==> config.mk <==
export PLATFORM = sky130hd
export DESIGN_NAME = bridge_flags
export DESIGN_NICKNAME = d
export VERILOG_FILES = /design/src/pkg/xfer_pkg.sv /design/src/pkg/sel_if.sv /design/src/core/host_select.sv /design/src/core/bridge_flags.sv
export SDC_FILE = /design/constraint.sdc
export NUM_CORES = 1
export LEC_CHECK = 0
export ABC_AREA = 1
export BUFFER_PORTS_ARGS = -buffer_cell sky130_fd_sc_hd__buf_2
export CORE_UTILIZATION = 50
export CTS_CLUSTER_SIZE = 40
export DETAILED_ROUTE_END_ITERATION = 8
export HOLD_SLACK_MARGIN = 0.02
export PLACE_DENSITY_LB_ADDON = 0.25
export SLEW_MARGIN = 20
export SYNTH_ARGS = -nofsm -noshare
export SYNTH_HDL_FRONTEND = slang
export SYNTH_SLANG_ARGS = --single-unit
==> constraint.sdc <==
create_clock -name sys_clk_i -period 1.6 [get_ports sys_clk_i]
set_input_delay 0.32 -clock sys_clk_i [delete_from_list [all_inputs] [get_ports sys_clk_i]]
set_output_delay 0.32 -clock sys_clk_i [all_outputs]
set_load 0.01 [all_outputs]
==> src/pkg/xfer_pkg.sv <==
// Shared constants for the host select and buffer flag bridge
package xfer_pkg;
	localparam int WORD_W = 36;
	localparam int MID_W = 18;
	localparam int SMALL_W = 12;
	localparam int MAIN_SEL_W = 7;
	localparam int MID_CODE_W = 6;
	localparam int SMALL_CODE_W = 6;
	localparam int STAT_W = 13;
	// Main select code octal 014, bits 3 to 9
	localparam logic [6:0] MAIN_DEV_CODE = 7'h0c;
	// Mid host device code octal 22
	localparam logic [5:0] MID_DEV_CODE = 6'h12;
	// Small host codes: shared high octal digit, three low digits
	localparam logic [2:0] SMALL_HI_DIGIT = 3'h7;
	localparam logic [2:0] SMALL_LO0 = 3'h0;
	localparam logic [2:0] SMALL_LO1 = 3'h1;
	localparam logic [2:0] SMALL_LO2 = 3'h2;
	// Word bit n sits at vector index 35-n
	localparam int POS_SELF_CLR = 12;
	localparam int POS_SELF_SET = 11;
	localparam int POS_OFULL_CLR = 10;
	localparam int POS_OFULL_SET = 9;
	localparam int POS_OEMPTY_CLR = 8;
	localparam int POS_OEMPTY_SET = 7;
	localparam int POS_IFULL_CLR = 6;
	localparam int POS_IFULL_SET = 5;
	localparam int POS_IEMPTY_CLR = 4;
	localparam int POS_IEMPTY_SET = 3;
	localparam int POS_PI_HI = 2;
	localparam int POS_PI_LO = 0;
	localparam logic [2:0] PI_RESET = 3'h0;
	localparam logic FLAG_RESET = 1'b0;
	localparam logic [35:0] WORD_RESET = 36'h000000000;
	typedef enum logic [1:0] {SD_LOW, SD_HIGH, SD_TST_IFULL, SD_TST_OFULL} subdev_t;
endpackage : xfer_pkg

==> src/pkg/sel_if.sv <==
// Decoded host selections passed from the decoder to the flag core
`timescale 1ns/1ps
`default_nettype none
interface sel_if;
	logic       main_sel;
	logic       mid_sel;
	logic       small_sel;
	logic [1:0] mid_sd;
	logic [1:0] small_idx;
	modport dec (output main_sel, output mid_sel, output small_sel, output mid_sd,
		output small_idx);
	modport use_side (input main_sel, input mid_sel, input small_sel, input mid_sd,
		input small_idx);
endinterface : sel_if
`default_nettype wire

==> src/core/host_select.sv <==
// Device code decoding for the three hosts
`timescale 1ns/1ps
`default_nettype none
module host_select #(
	parameter logic [2:0] SMALL_HI = xfer_pkg::SMALL_HI_DIGIT,
	parameter logic [2:0] SMALL_C0 = xfer_pkg::SMALL_LO0,
	parameter logic [2:0] SMALL_C1 = xfer_pkg::SMALL_LO1,
	parameter logic [2:0] SMALL_C2 = xfer_pkg::SMALL_LO2
) (
	input  wire logic [6:0] main_sel_true_i,
	input  wire logic [6:0] main_sel_comp_i,
	input  wire logic [7:0] mid_instr_i,
	input  wire logic [5:0] small_instr_i,
	sel_if.dec              sel
);
	function automatic logic small_hit(input logic [5:0] f, input logic [2:0] lo);
		small_hit = (f == {SMALL_HI, lo});
	endfunction : small_hit

	logic main_pairs_ok;

	// Broken pair on the cable must not select
	assign main_pairs_ok = (main_sel_true_i == ~main_sel_comp_i);
	assign sel.main_sel = main_pairs_ok && (main_sel_true_i == xfer_pkg::MAIN_DEV_CODE);
	// Bits 6..11 code, bits 12..13 subdevice
	assign sel.mid_sel = (mid_instr_i[7:2] == xfer_pkg::MID_DEV_CODE);
	assign sel.mid_sd = mid_instr_i[1:0];
	// One shared high digit keeps the three codes in one triad
	assign sel.small_sel = small_hit(small_instr_i, SMALL_C0)
		|| small_hit(small_instr_i, SMALL_C1)
		|| small_hit(small_instr_i, SMALL_C2);
	assign sel.small_idx = small_hit(small_instr_i, SMALL_C1) ? 2'h1 :
		(small_hit(small_instr_i, SMALL_C2) ? 2'h2 : 2'h0);
endmodule : host_select
`default_nettype wire

==> src/core/bridge_flags.sv <==
// Bridge core: host selection, buffers and flags
`timescale 1ns/1ps
`default_nettype none
module bridge_flags #(
	parameter logic [2:0] SMALL_HI = xfer_pkg::SMALL_HI_DIGIT,
	parameter logic [2:0] SMALL_C0 = xfer_pkg::SMALL_LO0,
	parameter logic [2:0] SMALL_C1 = xfer_pkg::SMALL_LO1,
	parameter logic [2:0] SMALL_C2 = xfer_pkg::SMALL_LO2
) (
	input  wire logic        sys_clk_i,
	input  wire logic        rst_n_i,
	input  wire logic [6:0]  main_sel_true_i,
	input  wire logic [6:0]  main_sel_comp_i,
	input  wire logic        data_write_clr_i,
	input  wire logic        data_write_set_i,
	input  wire logic        data_read_i,
	input  wire logic        control_write_clr_i,
	input  wire logic        control_write_set_i,
	input  wire logic        status_read_i,
	input  wire logic [35:0] main_data_i,
	output logic      [35:0] main_data_o,
	output logic             main_irq_o,
	output logic      [2:0]  pi_channel_o,
	input  wire logic [7:0]  mid_instr_i,
	input  wire logic [2:0]  mid_pulse_i,
	input  wire logic [17:0] mid_ac_i,
	output logic      [17:0] mid_ac_o,
	output logic             mid_skip_o,
	input  wire logic [5:0]  small_instr_i,
	input  wire logic [2:0]  small_pulse_i,
	input  wire logic [11:0] small_ac_i,
	output logic      [11:0] small_ac_o,
	output logic             small_skip_o,
	output logic             mini_irq_o,
	output logic             sel_main_o,
	output logic             sel_mid_o,
	output logic             sel_small_o,
	output logic             self_check_o,
	output logic             outbound_full_flag_o,
	output logic             outbound_empty_flag_o,
	output logic             inbound_full_flag_o,
	output logic             inbound_empty_flag_o,
	output logic      [35:0] outbound_buffer_o,
	output logic      [35:0] inbound_buffer_o
);
	sel_if sel ();

	host_select #(
		.SMALL_HI (SMALL_HI),
		.SMALL_C0 (SMALL_C0),
		.SMALL_C1 (SMALL_C1),
		.SMALL_C2 (SMALL_C2)
	) u_sel (
		.main_sel_true_i (main_sel_true_i),
		.main_sel_comp_i (main_sel_comp_i),
		.mid_instr_i     (mid_instr_i),
		.small_instr_i   (small_instr_i),
		.sel             (sel.dec)
	);

	logic [35:0] outbound_buffer_r;
	logic [35:0] inbound_buffer_r;
	logic        ofull_r;
	logic        oempty_r;
	logic        ifull_r;
	logic        iempty_r;
	logic [2:0]  pi_r;
	logic        self_r;
	logic [35:0] main_data_r;
	logic [17:0] mid_ac_r;
	logic [11:0] small_ac_r;

	// Main strobes, all gated by the decoded code
	logic m_dw_clr, m_dw_set, m_dr, m_cw_clr, m_cw_set, m_sr;
	assign m_dw_clr = sel.main_sel && data_write_clr_i;
	assign m_dw_set = sel.main_sel && data_write_set_i;
	assign m_dr = sel.main_sel && data_read_i;
	assign m_cw_clr = sel.main_sel && control_write_clr_i;
	assign m_cw_set = sel.main_sel && control_write_set_i;
	assign m_sr = sel.main_sel && status_read_i;

	// Mid host strobes: subdevice and pulse
	logic d_p1, d_p2, d_p4;
	assign d_p1 = sel.mid_sel && mid_pulse_i[0];
	assign d_p2 = sel.mid_sel && mid_pulse_i[1];
	assign d_p4 = sel.mid_sel && mid_pulse_i[2];
	logic d_iclr, d_rd_lo, d_rd_hi, d_ld_lo, d_ld_hi;
	assign d_iclr = d_p1 && (sel.mid_sd == 2'(xfer_pkg::SD_LOW));
	assign d_rd_lo = d_p2 && (sel.mid_sd == 2'(xfer_pkg::SD_LOW));
	assign d_rd_hi = d_p2 && (sel.mid_sd == 2'(xfer_pkg::SD_HIGH));
	assign d_ld_lo = d_p4 && (sel.mid_sd == 2'(xfer_pkg::SD_LOW));
	assign d_ld_hi = d_p4 && (sel.mid_sd == 2'(xfer_pkg::SD_HIGH));

	// Small host strobes: code index and pulse
	logic s_p1, s_p2, s_p4;
	assign s_p1 = sel.small_sel && small_pulse_i[0];
	assign s_p2 = sel.small_sel && small_pulse_i[1];
	assign s_p4 = sel.small_sel && small_pulse_i[2];
	logic s_iclr, s_last_rd, s_last_ld;
	assign s_iclr = s_p1 && (sel.small_idx == 2'h1);
	assign s_last_rd = s_p2 && (sel.small_idx == 2'h2);
	assign s_last_ld = s_p4 && (sel.small_idx == 2'h2);

	logic in_clear, last_byte_out, last_byte_in;
	assign in_clear = d_iclr || s_iclr;
	assign last_byte_out = d_rd_hi || s_last_rd;
	assign last_byte_in = d_ld_hi || s_last_ld;

	always_comb begin
		mid_skip_o = 1'b0;
		if (d_p1) begin
			case (sel.mid_sd)
				2'(xfer_pkg::SD_HIGH): mid_skip_o = iempty_r;
				2'(xfer_pkg::SD_TST_IFULL): mid_skip_o = ifull_r;
				2'(xfer_pkg::SD_TST_OFULL): mid_skip_o = ofull_r;
				default: mid_skip_o = 1'b0;
			endcase
		end
	end

	always_comb begin
		small_skip_o = 1'b0;
		if (s_p1 && sel.small_idx == 2'h0) begin
			small_skip_o = iempty_r;
		end else if (s_p1 && sel.small_idx == 2'h2) begin
			small_skip_o = ofull_r;
		end
	end

	// Outbound buffer: main loads, cleared first by the clear pulse
	always_ff @(posedge sys_clk_i) begin
		if (!rst_n_i) begin
			outbound_buffer_r <= xfer_pkg::WORD_RESET;
		end else if (m_dw_set) begin
			outbound_buffer_r <= main_data_i;
		end else if (m_dw_clr) begin
			outbound_buffer_r <= xfer_pkg::WORD_RESET;
		end
	end

	// Inbound buffer assembled byte by byte
	always_ff @(posedge sys_clk_i) begin
		if (!rst_n_i) begin
			inbound_buffer_r <= xfer_pkg::WORD_RESET;
		end else if (in_clear) begin
			inbound_buffer_r <= xfer_pkg::WORD_RESET;
		end else begin
			if (d_ld_lo) begin
				inbound_buffer_r[35:18] <= mid_ac_i;
			end
			if (d_ld_hi) begin
				inbound_buffer_r[17:0] <= mid_ac_i;
			end
			if (s_p4) begin
				case (sel.small_idx)
					2'h0: inbound_buffer_r[35:24] <= small_ac_i;
					2'h1: inbound_buffer_r[23:12] <= small_ac_i;
					default: inbound_buffer_r[11:0] <= small_ac_i;
				endcase
			end
		end
	end

	// Flags: any set beats any clear in the same cycle
	always_ff @(posedge sys_clk_i) begin
		if (!rst_n_i) begin
			ofull_r  <= xfer_pkg::FLAG_RESET;
			oempty_r <= xfer_pkg::FLAG_RESET;
			ifull_r  <= xfer_pkg::FLAG_RESET;
			iempty_r <= xfer_pkg::FLAG_RESET;
		end else begin
			if (m_dw_set || (m_cw_set && main_data_i[xfer_pkg::POS_OFULL_SET])) begin
				ofull_r <= 1'b1;
			end else if (last_byte_out
				|| (m_cw_clr && main_data_i[xfer_pkg::POS_OFULL_CLR])) begin
				ofull_r <= 1'b0;
			end
			if (last_byte_out || (m_cw_set && main_data_i[xfer_pkg::POS_OEMPTY_SET])) begin
				oempty_r <= 1'b1;
			end else if (m_dw_clr || (m_cw_clr && main_data_i[xfer_pkg::POS_OEMPTY_CLR])) begin
				oempty_r <= 1'b0;
			end
			if (last_byte_in || (m_cw_set && main_data_i[xfer_pkg::POS_IFULL_SET])) begin
				ifull_r <= 1'b1;
			end else if (m_dr || (m_cw_clr && main_data_i[xfer_pkg::POS_IFULL_CLR])) begin
				ifull_r <= 1'b0;
			end
			if (m_dr || (m_cw_set && main_data_i[xfer_pkg::POS_IEMPTY_SET])) begin
				iempty_r <= 1'b1;
			end else if (in_clear || (m_cw_clr && main_data_i[xfer_pkg::POS_IEMPTY_CLR])) begin
				iempty_r <= 1'b0;
			end
		end
	end

	// Channel cleared by the first half, ORed in by the second
	always_ff @(posedge sys_clk_i) begin
		if (!rst_n_i) begin
			pi_r   <= xfer_pkg::PI_RESET;
			self_r <= xfer_pkg::FLAG_RESET;
		end else begin
			if (m_cw_set) begin
				pi_r <= pi_r | main_data_i[xfer_pkg::POS_PI_HI:xfer_pkg::POS_PI_LO];
			end else if (m_cw_clr) begin
				pi_r <= xfer_pkg::PI_RESET;
			end
			if (m_cw_set && main_data_i[xfer_pkg::POS_SELF_SET]) begin
				self_r <= 1'b1;
			end else if (m_cw_clr && main_data_i[xfer_pkg::POS_SELF_CLR]) begin
				self_r <= 1'b0;
			end
		end
	end

	// Main read word: data read or status read
	always_ff @(posedge sys_clk_i) begin
		if (!rst_n_i) begin
			main_data_r <= xfer_pkg::WORD_RESET;
		end else if (m_dr) begin
			main_data_r <= inbound_buffer_r;
		end else if (m_sr) begin
			main_data_r <= xfer_pkg::WORD_RESET;
			main_data_r[xfer_pkg::POS_SELF_SET] <= self_r;
			main_data_r[xfer_pkg::POS_OFULL_SET] <= ofull_r;
			main_data_r[xfer_pkg::POS_OEMPTY_SET] <= oempty_r;
			main_data_r[xfer_pkg::POS_IFULL_SET] <= ifull_r;
			main_data_r[xfer_pkg::POS_IEMPTY_SET] <= iempty_r;
			main_data_r[xfer_pkg::POS_PI_HI:xfer_pkg::POS_PI_LO] <= pi_r;
		end
	end

	// Mini read words hold until the next read
	always_ff @(posedge sys_clk_i) begin
		if (!rst_n_i) begin
			mid_ac_r   <= 18'h00000;
			small_ac_r <= 12'h000;
		end else begin
			if (d_rd_lo) begin
				mid_ac_r <= outbound_buffer_r[35:18];
			end else if (d_rd_hi) begin
				mid_ac_r <= outbound_buffer_r[17:0];
			end
			if (s_p2) begin
				case (sel.small_idx)
					2'h0: small_ac_r <= outbound_buffer_r[35:24];
					2'h1: small_ac_r <= outbound_buffer_r[23:12];
					default: small_ac_r <= outbound_buffer_r[11:0];
				endcase
			end
		end
	end

	assign main_data_o = main_data_r;
	assign mid_ac_o = mid_ac_r;
	assign small_ac_o = small_ac_r;
	assign pi_channel_o = pi_r;
	// Channel zero means main interrupt off; the mini interrupt ignores the channel
	assign main_irq_o = (oempty_r || ifull_r) && (pi_r != xfer_pkg::PI_RESET);
	assign mini_irq_o = ofull_r || iempty_r;
	assign sel_main_o = sel.main_sel;
	assign sel_mid_o = sel.mid_sel;
	assign sel_small_o = sel.small_sel;
	assign self_check_o = self_r;
	assign outbound_full_flag_o = ofull_r;
	assign outbound_empty_flag_o = oempty_r;
	assign inbound_full_flag_o = ifull_r;
	assign inbound_empty_flag_o = iempty_r;
	assign outbound_buffer_o = outbound_buffer_r;
	assign inbound_buffer_o = inbound_buffer_r;
endmodule : bridge_flags
`default_nettype wire

; ---- Yosys cells after proc, flatten, opt, wreduce, memory -nomap -nowiden
; Index checks and enable logic that the tools add are counted.
[totals]
ff_bits = 146
latchBits = 0
mem_bits_rw = 0
mem_bits_ro = 0
output_inout_bits = 153
elab_cells = 119
memories = 0
[classes]
addsub = 0
n_mul = 0
n_div = 0
magnitude_cmp = 0
n_eq_ne = 11
shifts = 0
mux = 31
bitwise = 3
n_reduce_logical = 63
[op_table]
columns = cell, count
row1 = two-way mux 36 bit, 5
row2 = two-way mux 18 bit, 4
row3 = two-way mux 12 bit, 3
row4 = logical AND 1 bit, 34
row5 = one-hot mux 12 bit (2 select lines), 1
row6 = "== test 6 bit, second input constant", 3
row7 = nonzero test 2 bit, 9
row8 = logical OR 1 bit, 15
row9 = two-way mux 1 bit, 13
row10 = "== test 7 x 4 -> 1 bit, second input constant", 1
row11 = == test 7 bit, 1
row12 = NOT 7 bit, 1
row13 = "== test 2 bit, second input constant", 3
row14 = "== test 6 x 5 -> 1 bit, second input constant", 1
row15 = two-way mux 3 bit, 2
row16 = "== test 2 x 1 -> 1 bit, second input constant", 2
row17 = zero test 2 bit, 2
row18 = two-way mux 2 bit, 2
row19 = OR reduction 2 bit, 2
row20 = OR 3 bit, 1
row21 = one-hot mux 1 bit (3 select lines), 1
row22 = nonzero test 3 bit, 1
row23 = NOT 1 bit, 1

; ---- Longest topological paths before layout
; Gate-level depths: netlist of run 1.
[logic_depth]
word_depth = 9
mapped_depth = 10
depth_no_buf = 10

; ---- Hierarchy
; A second synthesis of run 1 with hierarchy kept.
[hier_totals]
hier_cells = 971
area_unflattened_um2 = 6555.0
[by_module_without_submodules]
columns = mod, n_inst, cells_per_inst, area_each_um2, seq_area_each_um2
row1 = bridge_flags, 1, 934, 6388.6, 2922.8
row2 = host_select, 1, 37, 166.4, 0.0

; ---- Least setup slack after synthesis of run 1
; OpenSTA, ideal clock, no wires.
[synth_path]
kind = input to output
from = input port small_instr_i[2]
to = output port small_skip_o
arrival_time_ps = 1310
required_ps = 1280
setup_slack_ps = -30
cell_stages = 8
path_buffers = 1
cell_sequence = inv_1 nand2_1 nor2_4 nand2_1 buf_2 o22ai_1 nand2_1 nor2_1
[synth_between]
elab_chain_cells = 7
word_cells_on_any_way = 14
cone_classes = eq/ne (4) / mux (4) / reduce/logical (6)
[synth_lines]
columns = element, line
row1 = "start, declared", bridge_flags.sv:29  ; input wire logic [5:0] small_instr_i,
row2 = == test 6 bit, host_select.sv:17  ; small_hit = (f == {SMALL_HI, lo});
row3 = two-way mux 2 bit / logical OR 1 bit (equally long branches), "host_select.sv:33, host_select.sv:30"
row4 = two-way mux 2 bit / logical OR 1 bit (equally long branches), "host_select.sv:32, host_select.sv:31"
row5 = == test 2 bit / logical AND 1 bit (equally long branches), "bridge_flags.sv:125, bridge_flags.sv:96"
row6 = logical AND 1 bit, bridge_flags.sv:125  ; end else if (s_p1 && sel.small_idx == 2'h2) begin
row7 = two-way mux 1 bit, bridge_flags.sv:125
row8 = two-way mux 1 bit *, bridge_flags.sv:123  ; if (s_p1 && sel.small_idx == 2'h0) begin
row9 = "end, declared", bridge_flags.sv:33  ; output logic small_skip_o,
; Mark *: on every way between the ends. The rest lies on a longest branch, timed or not.

; ---- Final worst setup path of run 1
[layout_path]
from = register ofull_r, in the netlist outbound_full_flag_o
to = output port small_skip_o
[layout_between]
elab_chain_cells = 2
[layout_lines]
columns = element, line
row1 = "start, declared", bridge_flags.sv:63  ; logic ofull_r;
row2 = "start signal, assigned", bridge_flags.sv:167  ; ofull_r <= xfer_pkg::FLAG_RESET;
row3 = two-way mux 1 bit, bridge_flags.sv:125
row4 = two-way mux 1 bit, bridge_flags.sv:123
; No other way between the ends.

==> parameters.txt, run 1 <==
Parameter                              Value

Outcome
  Result of the run ... completed

Setup path
  Type of origin of the critical path ... register
  Capturing element of the worst setup path ... small_skip_o
  Worst R2R Setup Slack ... a little over 0.5 ns
  Critical path peak fanout ... 3
  FF-to-FF path depth ... 4
  WP data required ... about 1.3 ns
  Worst EP arrival ... around 1.3 ns
  Crit path launch ... outbound_full_flag_o
  Critical register-to-register path startpoint ... outbound_buffer_o[35]
  Critical register-to-register path endpoint ... mid_ac_o[17]
  Setup CP Type ... reg2out
  Kind of end point of the critical path ... primary output

Power and ir drop
  Power share of the clock group ... 51.1%
  Total power density per cell area ... ~910 mW/mm^2
  Power spent charging and discharging nets ... ~1.9 mW
  Reg power frac ... a little over two fifths
  Sw frac ... 22.27%
  Internal Dissipation ... approximately 6.6 mW
  Relative contribution of combinational cells to total power ... around 6%
  Static leakage ... ~4.5 nW
  VDD IR max ... approximately 750 uV

Timing
  Slew margin rel. ... 72.90%
  Number of pins exceeding their max-slew limit in the final report ... 0
  Total of endpoints with negative setup slack in the final report ... 0
  Min Tclk post-route ... between 1.5 and 2 ns
  Unrepaired setup endpoints after global routing ... true
  Slew at the pin closest to its max-slew limit ... ~0.4 ns
  Post-route setup slack ... ~0.024 ns
  Fmax ... 0.6346 GHz
  Setup skew after layout ... about 0.0073 ns
  Final hold violations ... 0
  Final period util ... 98.48%
  Hold_ws ... about 0.14 ns

Die
  Total Die Area ... 0.01432 sq mm
  Number of primary I/O pins ... between 200 and 300
  Floorplan core area ... ~0.013 sq mm
  Initial standard-cell utilization of the core ... 51.87%
  Die X ... approximately 120 um
  Number of standard-cell rows in the floorplan ... 42
  Height of the die ... 119.7 um

Logic synthesis
  Prevailing post-synth register cell ... sky130_fd_sc_hd__dfxtp_1
  Synth unique cells ... 30
  Post-synth top cells ... sky130_fd_sc_hd__nand2_1, sky130_fd_sc_hd__dfxtp_1, sky130_fd_sc_hd__nor2_1
  Yosys reg bits ... about 150
  Proportion of synthesized chip area in sequential cells ... 42.22%
  Post-synthesis instance area ... slightly below 0.007 sq mm
  Mapped Nets ... roughly 1100
  Leading post-synthesis cells by cell area ... sky130_fd_sc_hd__dfxtp_1, sky130_fd_sc_hd__nand2_1, sky130_fd_sc_hd__nand4_1
  Avg Synthesized Cell Area ... roughly 6.8 sq um
  Post-synth EDFFs ... 0
  Count of mapped cells out of synthesis ... between 1000 and 1500
  Top cell type's share of synthesized area ... a little over two fifths
  Fraction of registers with async set/reset ... 0%
  Yosys synthesis warning count ... 0
  Most frequent cell after synthesis ... sky130_fd_sc_hd__nand2_1
  Library cell with the largest summed area after synthesis ... sky130_fd_sc_hd__dfxtp_1

Global routing
  Pin count of the biggest net entering global routing ... slightly above 60
  Via count of the first global-routing pass ... 7030
  Total global-route track usage ... 33.76%
  Total overflow reported by the global router ... 0
  Wire length of the first global-routing pass ... around 37000 um
  Initial antenna violation count ... 2

Cells and area
  Synthesis-to-layout area growth ... 35.10%
  Area of all placed cells without fillers ... slightly above 0.009 sq mm
  Proportion of layout cells with a drive suffix above 1 ... 31.52%
  Non-filler cells in the finished layout ... about 1500
  Layout fillers ... 1160
  Core occupancy in the finished layout ... about 70%
  Post-layout net count ... around 1400

Worst hold path
  Worst hold path type ... in2reg

Detailed routing
  TritonRoute pass-1 iters ... 6
  Post-route antenna net violation count ... 0
  Mean number of vias per cell ... 5.431
  Total number of vias ... 7956
  Remaining routing DRC violations ... 0
  Per-cell routed wire length ... between 15 and 20 um
  Drt first-iter violations ... about 1000
  Drt total wl ... approximately 24000 um

Clocking
  Number of buffers inserted during clock tree synthesis ... 17
  Quantity of hold-fixing buffers added after cts ... 0
  Clock root buffer ... sky130_fd_sc_hd__clkbuf_16
  CTS clk-pin slew, worst paths ... roughly 0.060 ns
  Clock sink count ... between 100 and 150
  CTS H-tree lvls ... 4
  Latest clock arrival within the worst-skew pair ... 0.42 ns
  TritonCTS clock tree ... done
  Number of buffers on the longest clock path ... 2

Place
  Placed cell areas ... 0.008618 sq mm
  Placed instance count ... 1430
  Quantity of I/O buffers inserted on ports ... 260
  Last weighted congestion value of the routability-driven placer ... approximately 0.94
  Detailed placement HPWL ... around 18000 um
  Worst Setup Slack post-DPL ... -0.04414 ns

Run
  Count of max-cap constraint violations ... 0
-- timing repair --
| item | CTS | global route |
|---|---|---|
| pin swaps | 2 | 5 |
| setup buffers | 2 | 2 |
| setup endpoints to repair | 3 | 4 |
| gates resized for setup | 10 | 12 |
-- area by class of cell --
class | count | area [sq um] | share of cell area, %
tap | 176 | 220.2 | 2.355
timing repair buffer | 310 | 1846 | 19.73
inverter | 93 | 351.6 | 3.759
antenna | 1 | 2.502 | 0.02676
multi-input combinational | 709 | 3351 | 35.83
clock buffer | 18 | 439.2 | 4.696
sequential | 146 | 2935 | 31.38
clock inverter | 12 | 207.7 | 2.221
-- layout by cell type, fill, tap and decap left out, types with 12 or more instances in the layout --
master	count
sky130_fd_sc_hd__o21ai_1	21
sky130_fd_sc_hd__buf_12	13
sky130_fd_sc_hd__dfxtp_1	142
sky130_fd_sc_hd__inv_1	80
sky130_fd_sc_hd__nand4_1	70
sky130_fd_sc_hd__buf_4	37
sky130_fd_sc_hd__a21oi_1	77
sky130_fd_sc_hd__nor2_1	106
sky130_fd_sc_hd__o21ai_0	17
sky130_fd_sc_hd__clkbuf_16	17
sky130_fd_sc_hd__nor2_2	13
sky130_fd_sc_hd__inv_2	12
sky130_fd_sc_hd__buf_2	259
sky130_fd_sc_hd__nand2_1	264
sky130_fd_sc_hd__nand3_1	83
-- flip-flops by register name (all words and copies together) (netlist names), 3 cells and up --
signal             flops
mid_ac_o              18
small_ac_o            12
main_data_o           36
outbound_buffer_o     36
inbound_buffer_o      36
pi_channel_o           3
-- per-stage QoR --
step | power, mW | TNS, ns
final | 8.535 | 0
after global routing | 8.766 | -0.03310
after CTS | 8.556 | -0.01135
after detailed placement | 4.236 | -0.05770
after global placement | 4.234 | -0.02053
after floorplan | 3.950 | 0
-- power groups by stage --
stage | Clock [mW] | Sequential (mW) | Combinational [mW]
floorplan | 0 | 3.74 | 0.207
global placement | 0 | 3.74 | 0.494
detailed placement | 0 | 3.74 | 0.496
CTS | 4.39 | 3.66 | 0.502
global route | 4.55 | 3.65 | 0.558
finish | 4.36 | 3.66 | 0.516
-- critical path, stage by stage (launching register included) --
cell                      delay (ns)
sky130_fd_sc_hd__dfxtp_2        0.35
sky130_fd_sc_hd__inv_4          0.06
sky130_fd_sc_hd__o22ai_2        0.13
sky130_fd_sc_hd__nand2_1        0.08
sky130_fd_sc_hd__nor2_2         0.07
sky130_fd_sc_hd__buf_2          0.15
-- routing by layer --
layer  wire length (um)  vias to the layer above  track usage (%)
li1                   -                     3842                -
met1              10260                     3588            47.77
met3               2659                       59            7.367
met2              10230                      465            49.39
met4                724                        2            13.98
met5                 13                        -                0
-- how the worst min path moves through the flow --
stage                               start                    end  slack (ns)  depth (start not counted)
after floorplan             small_ac_i[0]    inbound_buffer_o[0]        0.45                          2
after global placement       mid_ac_o[17]           mid_ac_o[17]        0.44                          2
after detailed placement     mid_ac_o[17]           mid_ac_o[17]        0.44                          2
after CTS                 main_data_i[34]  outbound_buffer_o[34]        0.13                          3
after global routing      main_data_i[15]  outbound_buffer_o[15]        0.14                          3
final                     main_data_i[18]  outbound_buffer_o[18]        0.14                          3
-- cell families (layout without fill, tap and decap cells) --
group | after synthesis | after routing | share of synthesized area (%)
simple gates | 566 | 566 | 36.36
buf+inv | 162 | 433 | 10.07
flops | 146 | 146 | 42.22
compound gates | 143 | 143 | 11.35
other cells | 0 | 1 | 0
Note: power is estimated with default switching activity, not from simulation.
==> inputs of run 2 (changes only) <==
--- a/config.mk
+++ b/config.mk
@@ -7,7 +7,8 @@
 export LEC_CHECK = 0
 export ABC_AREA = 1
 export BUFFER_PORTS_ARGS = -buffer_cell sky130_fd_sc_hd__buf_2
-export CORE_UTILIZATION = 50
+export CAP_MARGIN = 20
+export CORE_UTILIZATION = 45
 export CTS_CLUSTER_SIZE = 40
 export DETAILED_ROUTE_END_ITERATION = 8
 export HOLD_SLACK_MARGIN = 0.02
==> constraint.sdc (replaced) <==
create_clock -name sys_clk_i -period 1.36 [get_ports sys_clk_i]
set_input_delay 0.272 -clock sys_clk_i [delete_from_list [all_inputs] [get_ports sys_clk_i]]
set_output_delay 0.272 -clock sys_clk_i [all_outputs]
set_load 0.01 [all_outputs]
==> run 2 against run 1 <==
Net effect:
- the flow now finishes with violations (setup timing)
- worst hold slack got worse by 0.049 ns
- flip-flop and latch count unchanged
- cell count grew 2.6%
- final area up 3.4%
- register-to-register slack got worse by 0.31 ns
- first-iteration DRC count down 9.7%
- critical path depth unchanged
- global-route usage shrank 2.5 points
- utilization is 4.5 points lower
- critical path type unchanged
- largest cell class unchanged
- largest power group unchanged
==> parameters.txt, run 2 (synthesized netlist as in run 1, its figures left out) <==
Parameter                              Value

Timing
  Fmax ... ~0.65 GHz
  Setup skew after layout ... 0.01124 ns (+0.003948 ns)
  Total of endpoints with negative setup slack in the final report ... 5 (+5)
  Slew margin rel. ... 75.29% (+2.4 points)
  Slew at the pin closest to its max-slew limit ... 0.3668 ns (-0.03971 ns)
  Hold_ws ... 0.08851 ns (-0.04863 ns)
  Number of pins exceeding their max-slew limit in the final report ... 0 (unchanged)
  Unrepaired setup endpoints after global routing ... true
  Post-route setup slack ... -0.1778 ns (-0.2021 ns)
  Final period util ... 113.1%
  Min Tclk post-route ... 1.538 ns
  Final hold violations ... 0 (unchanged)

Power and ir drop
  VDD IR max ... 866.3 uV (+15%)
  Total power of the final layout ... 9.726 mW (+14%)
  Total power density per cell area ... 1005 mW/mm^2 (+10%)
  Static leakage ... 4.690 nW (+3.1%)

Global routing
  Wire length of the first global-routing pass ... 38720 um (+3.6%)
  Total overflow reported by the global router ... 0 (unchanged)
  Via count of the first global-routing pass ... 7156 (+1.8%)
  Pin count of the biggest net entering global routing ... 61 (unchanged)
  Initial antenna violation count ... 1 (-1)
  Total global-route track usage ... 31.27% (-2.5 points)

Outcome
  Violated checks ... setup timing
  Result of the run ... complete, but fails checks

Clocking
  Quantity of hold-fixing buffers added after cts ... 0 (unchanged)
  CTS H-tree lvls ... 4 (unchanged)
  Clock sink count ... 146 (unchanged)
  TritonCTS clock tree ... done
  Clock root buffer ... sky130_fd_sc_hd__clkbuf_16
  Latest clock arrival within the worst-skew pair ... 0.42 ns (about the same)
  CTS clk-pin slew, worst paths ... 0.06 ns (about the same)
  Number of buffers inserted during clock tree synthesis ... 17 (unchanged)
  Number of buffers on the longest clock path ... 2 (unchanged)

Worst hold path
  Worst hold path type ... in2reg

Setup path
  Worst EP arrival ... 1.27 ns (about the same)
  Kind of end point of the critical path ... primary output
  Setup CP Type ... reg2out
  Type of origin of the critical path ... register
  Critical path peak fanout ... 3 (unchanged)
  WP data required ... 1.09 ns (-0.19 ns)

Die
  Die X ... 126.0 um (+5.3%)
  Floorplan core area ... 0.01475 sq mm (+11%)
  Number of primary I/O pins ... 261 (unchanged)
  Height of the die ... 126.0 um (+5.3%)
  Number of standard-cell rows in the floorplan ... 44 (+4.8%)
  Total Die Area ... 0.01588 sq mm (+11%)
  Initial standard-cell utilization of the core ... 46.92% (-4.9 points)

Detailed routing
  Remaining routing DRC violations ... 0 (unchanged)
  Per-cell routed wire length ... 16.63 um (+2.0%)
  Drt total wl ... 25000 um (+4.7%)
  Mean number of vias per cell ... 5.326 (-1.9%)
  Total number of vias ... 8005 (+0.62%)
  Post-route antenna net violation count ... 0 (unchanged)
  TritonRoute pass-1 iters ... 5 (-1)
  Drt first-iter violations ... 925 (-9.7%)

Cells and area
  Proportion of layout cells with a drive suffix above 1 ... 34.90% (+3.4 points)
  Top library cells by usage in the layout, fill and taps aside ... sky130_fd_sc_hd__nand2_1, sky130_fd_sc_hd__buf_2, sky130_fd_sc_hd__dfxtp_1
  Most common cell after layout, fill and taps aside ... sky130_fd_sc_hd__nand2_1
  Area of all placed cells without fillers ... 0.009674 sq mm (+3.4%)
  Layout fillers ... 1340 (+16%)
  Synthesis-to-layout area growth ... 39.74%
  Post-layout net count ... 1413 (+2.0%)

Place
  Placed cell areas ... 0.008765 sq mm (+1.7%)
  Quantity of I/O buffers inserted on ports ... 260 (unchanged)
  Detailed placement HPWL ... 18070 um (+2.9%)
  Last weighted congestion value of the routability-driven placer ... 0.9412 (+0.34%)

Run
  Count of max-cap constraint violations ... 0 (unchanged)
## run 2: cell types whose count changed in the layout (fill, tap and decap cells not counted), sizes merged
cell,previous run,this run
clkbuf,18,19
clkinvlp,3,5
inv,94,96
bufbuf,0,1
bufinv,5,2
buf,310,337
## run 2: cell type report
class / instances / area [sq um] / share of cell area, %
inverters: 93 / 369.1 / 3.815
clock inverters: 13 / 150.1 / 1.552
well taps: 184 / 230.2 / 2.380
flip-flops and latches: 146 / 2950 / 30.50
clock buffers: 19 / 452.9 / 4.682
multi-input cells: 709 / 3403 / 35.18
diodes: 1 / 2.502 / 0.02587
repair buffers: 338 / 2116 / 21.87
## run 2: critical path, cell delays in order, from the launching register on
cell                      delay, ns
sky130_fd_sc_hd__dfxtp_4       0.37
sky130_fd_sc_hd__inv_6         0.05
sky130_fd_sc_hd__o22ai_2       0.13
sky130_fd_sc_hd__nand2_1       0.08
sky130_fd_sc_hd__nor2_2        0.10
sky130_fd_sc_hd__buf_6         0.12
## run 2: routing by layer
metal	track usage, %	share of wire [%]	vias to the layer above
met5	0	0	-
li1	-	-	3907
met4	10.49	2.5	0
met1	44.65	46	3612
met3	6.712	9.2	44
met2	46.60	43	442
## run 2: what timing repair did
item                                    4_1_cts  5_1_grt
gates cloned                                  1        0
pin swaps                                     9        5
resized for setup                            35       20
buffers inserted                             13        7
endpoints found under the setup margin       13       14
## run 2: through the flow
| step | cells | setup WS (ns) | TNS (ns) | utilization [%] |
|---|---|---|---|---|
| after floorplan | 1017 | -0.08105 | -0.08105 | - |
| after global placement | 1451 | -0.2027 | -18.57 | 59.40 |
| after detailed placement | 1451 | -0.2333 | -21.41 | 59.40 |
| after CTS | 1497 | -0.1732 | -0.4611 | 64.93 |
| after global routing | 1503 | -0.2341 | -0.7032 | 65.57 |
| final | 1503 | -0.1778 | -0.4798 | 65.57 |
## run 2: final timing paths
kind | slack [ns] | start | depth (start not counted) | to
worst max-delay path | -0.18 | outbound_full_flag_o | 5 | small_skip_o
worst min-delay path | 0.09 | main_data_i[35] | 3 | outbound_buffer_o[35]
worst max register to register | 0.20 | outbound_buffer_o[35] | 4 | mid_ac_o[17]
worst min register to register | 0.45 | mid_ac_o[17] | 2 | mid_ac_o[17]
## run 2: power by group
part	leakage, nW	switching, mW	internal (mW)
sequential	1.19	0.0130	4.29
clock	0.279	1.94	2.82
combinational	3.23	0.407	0.259
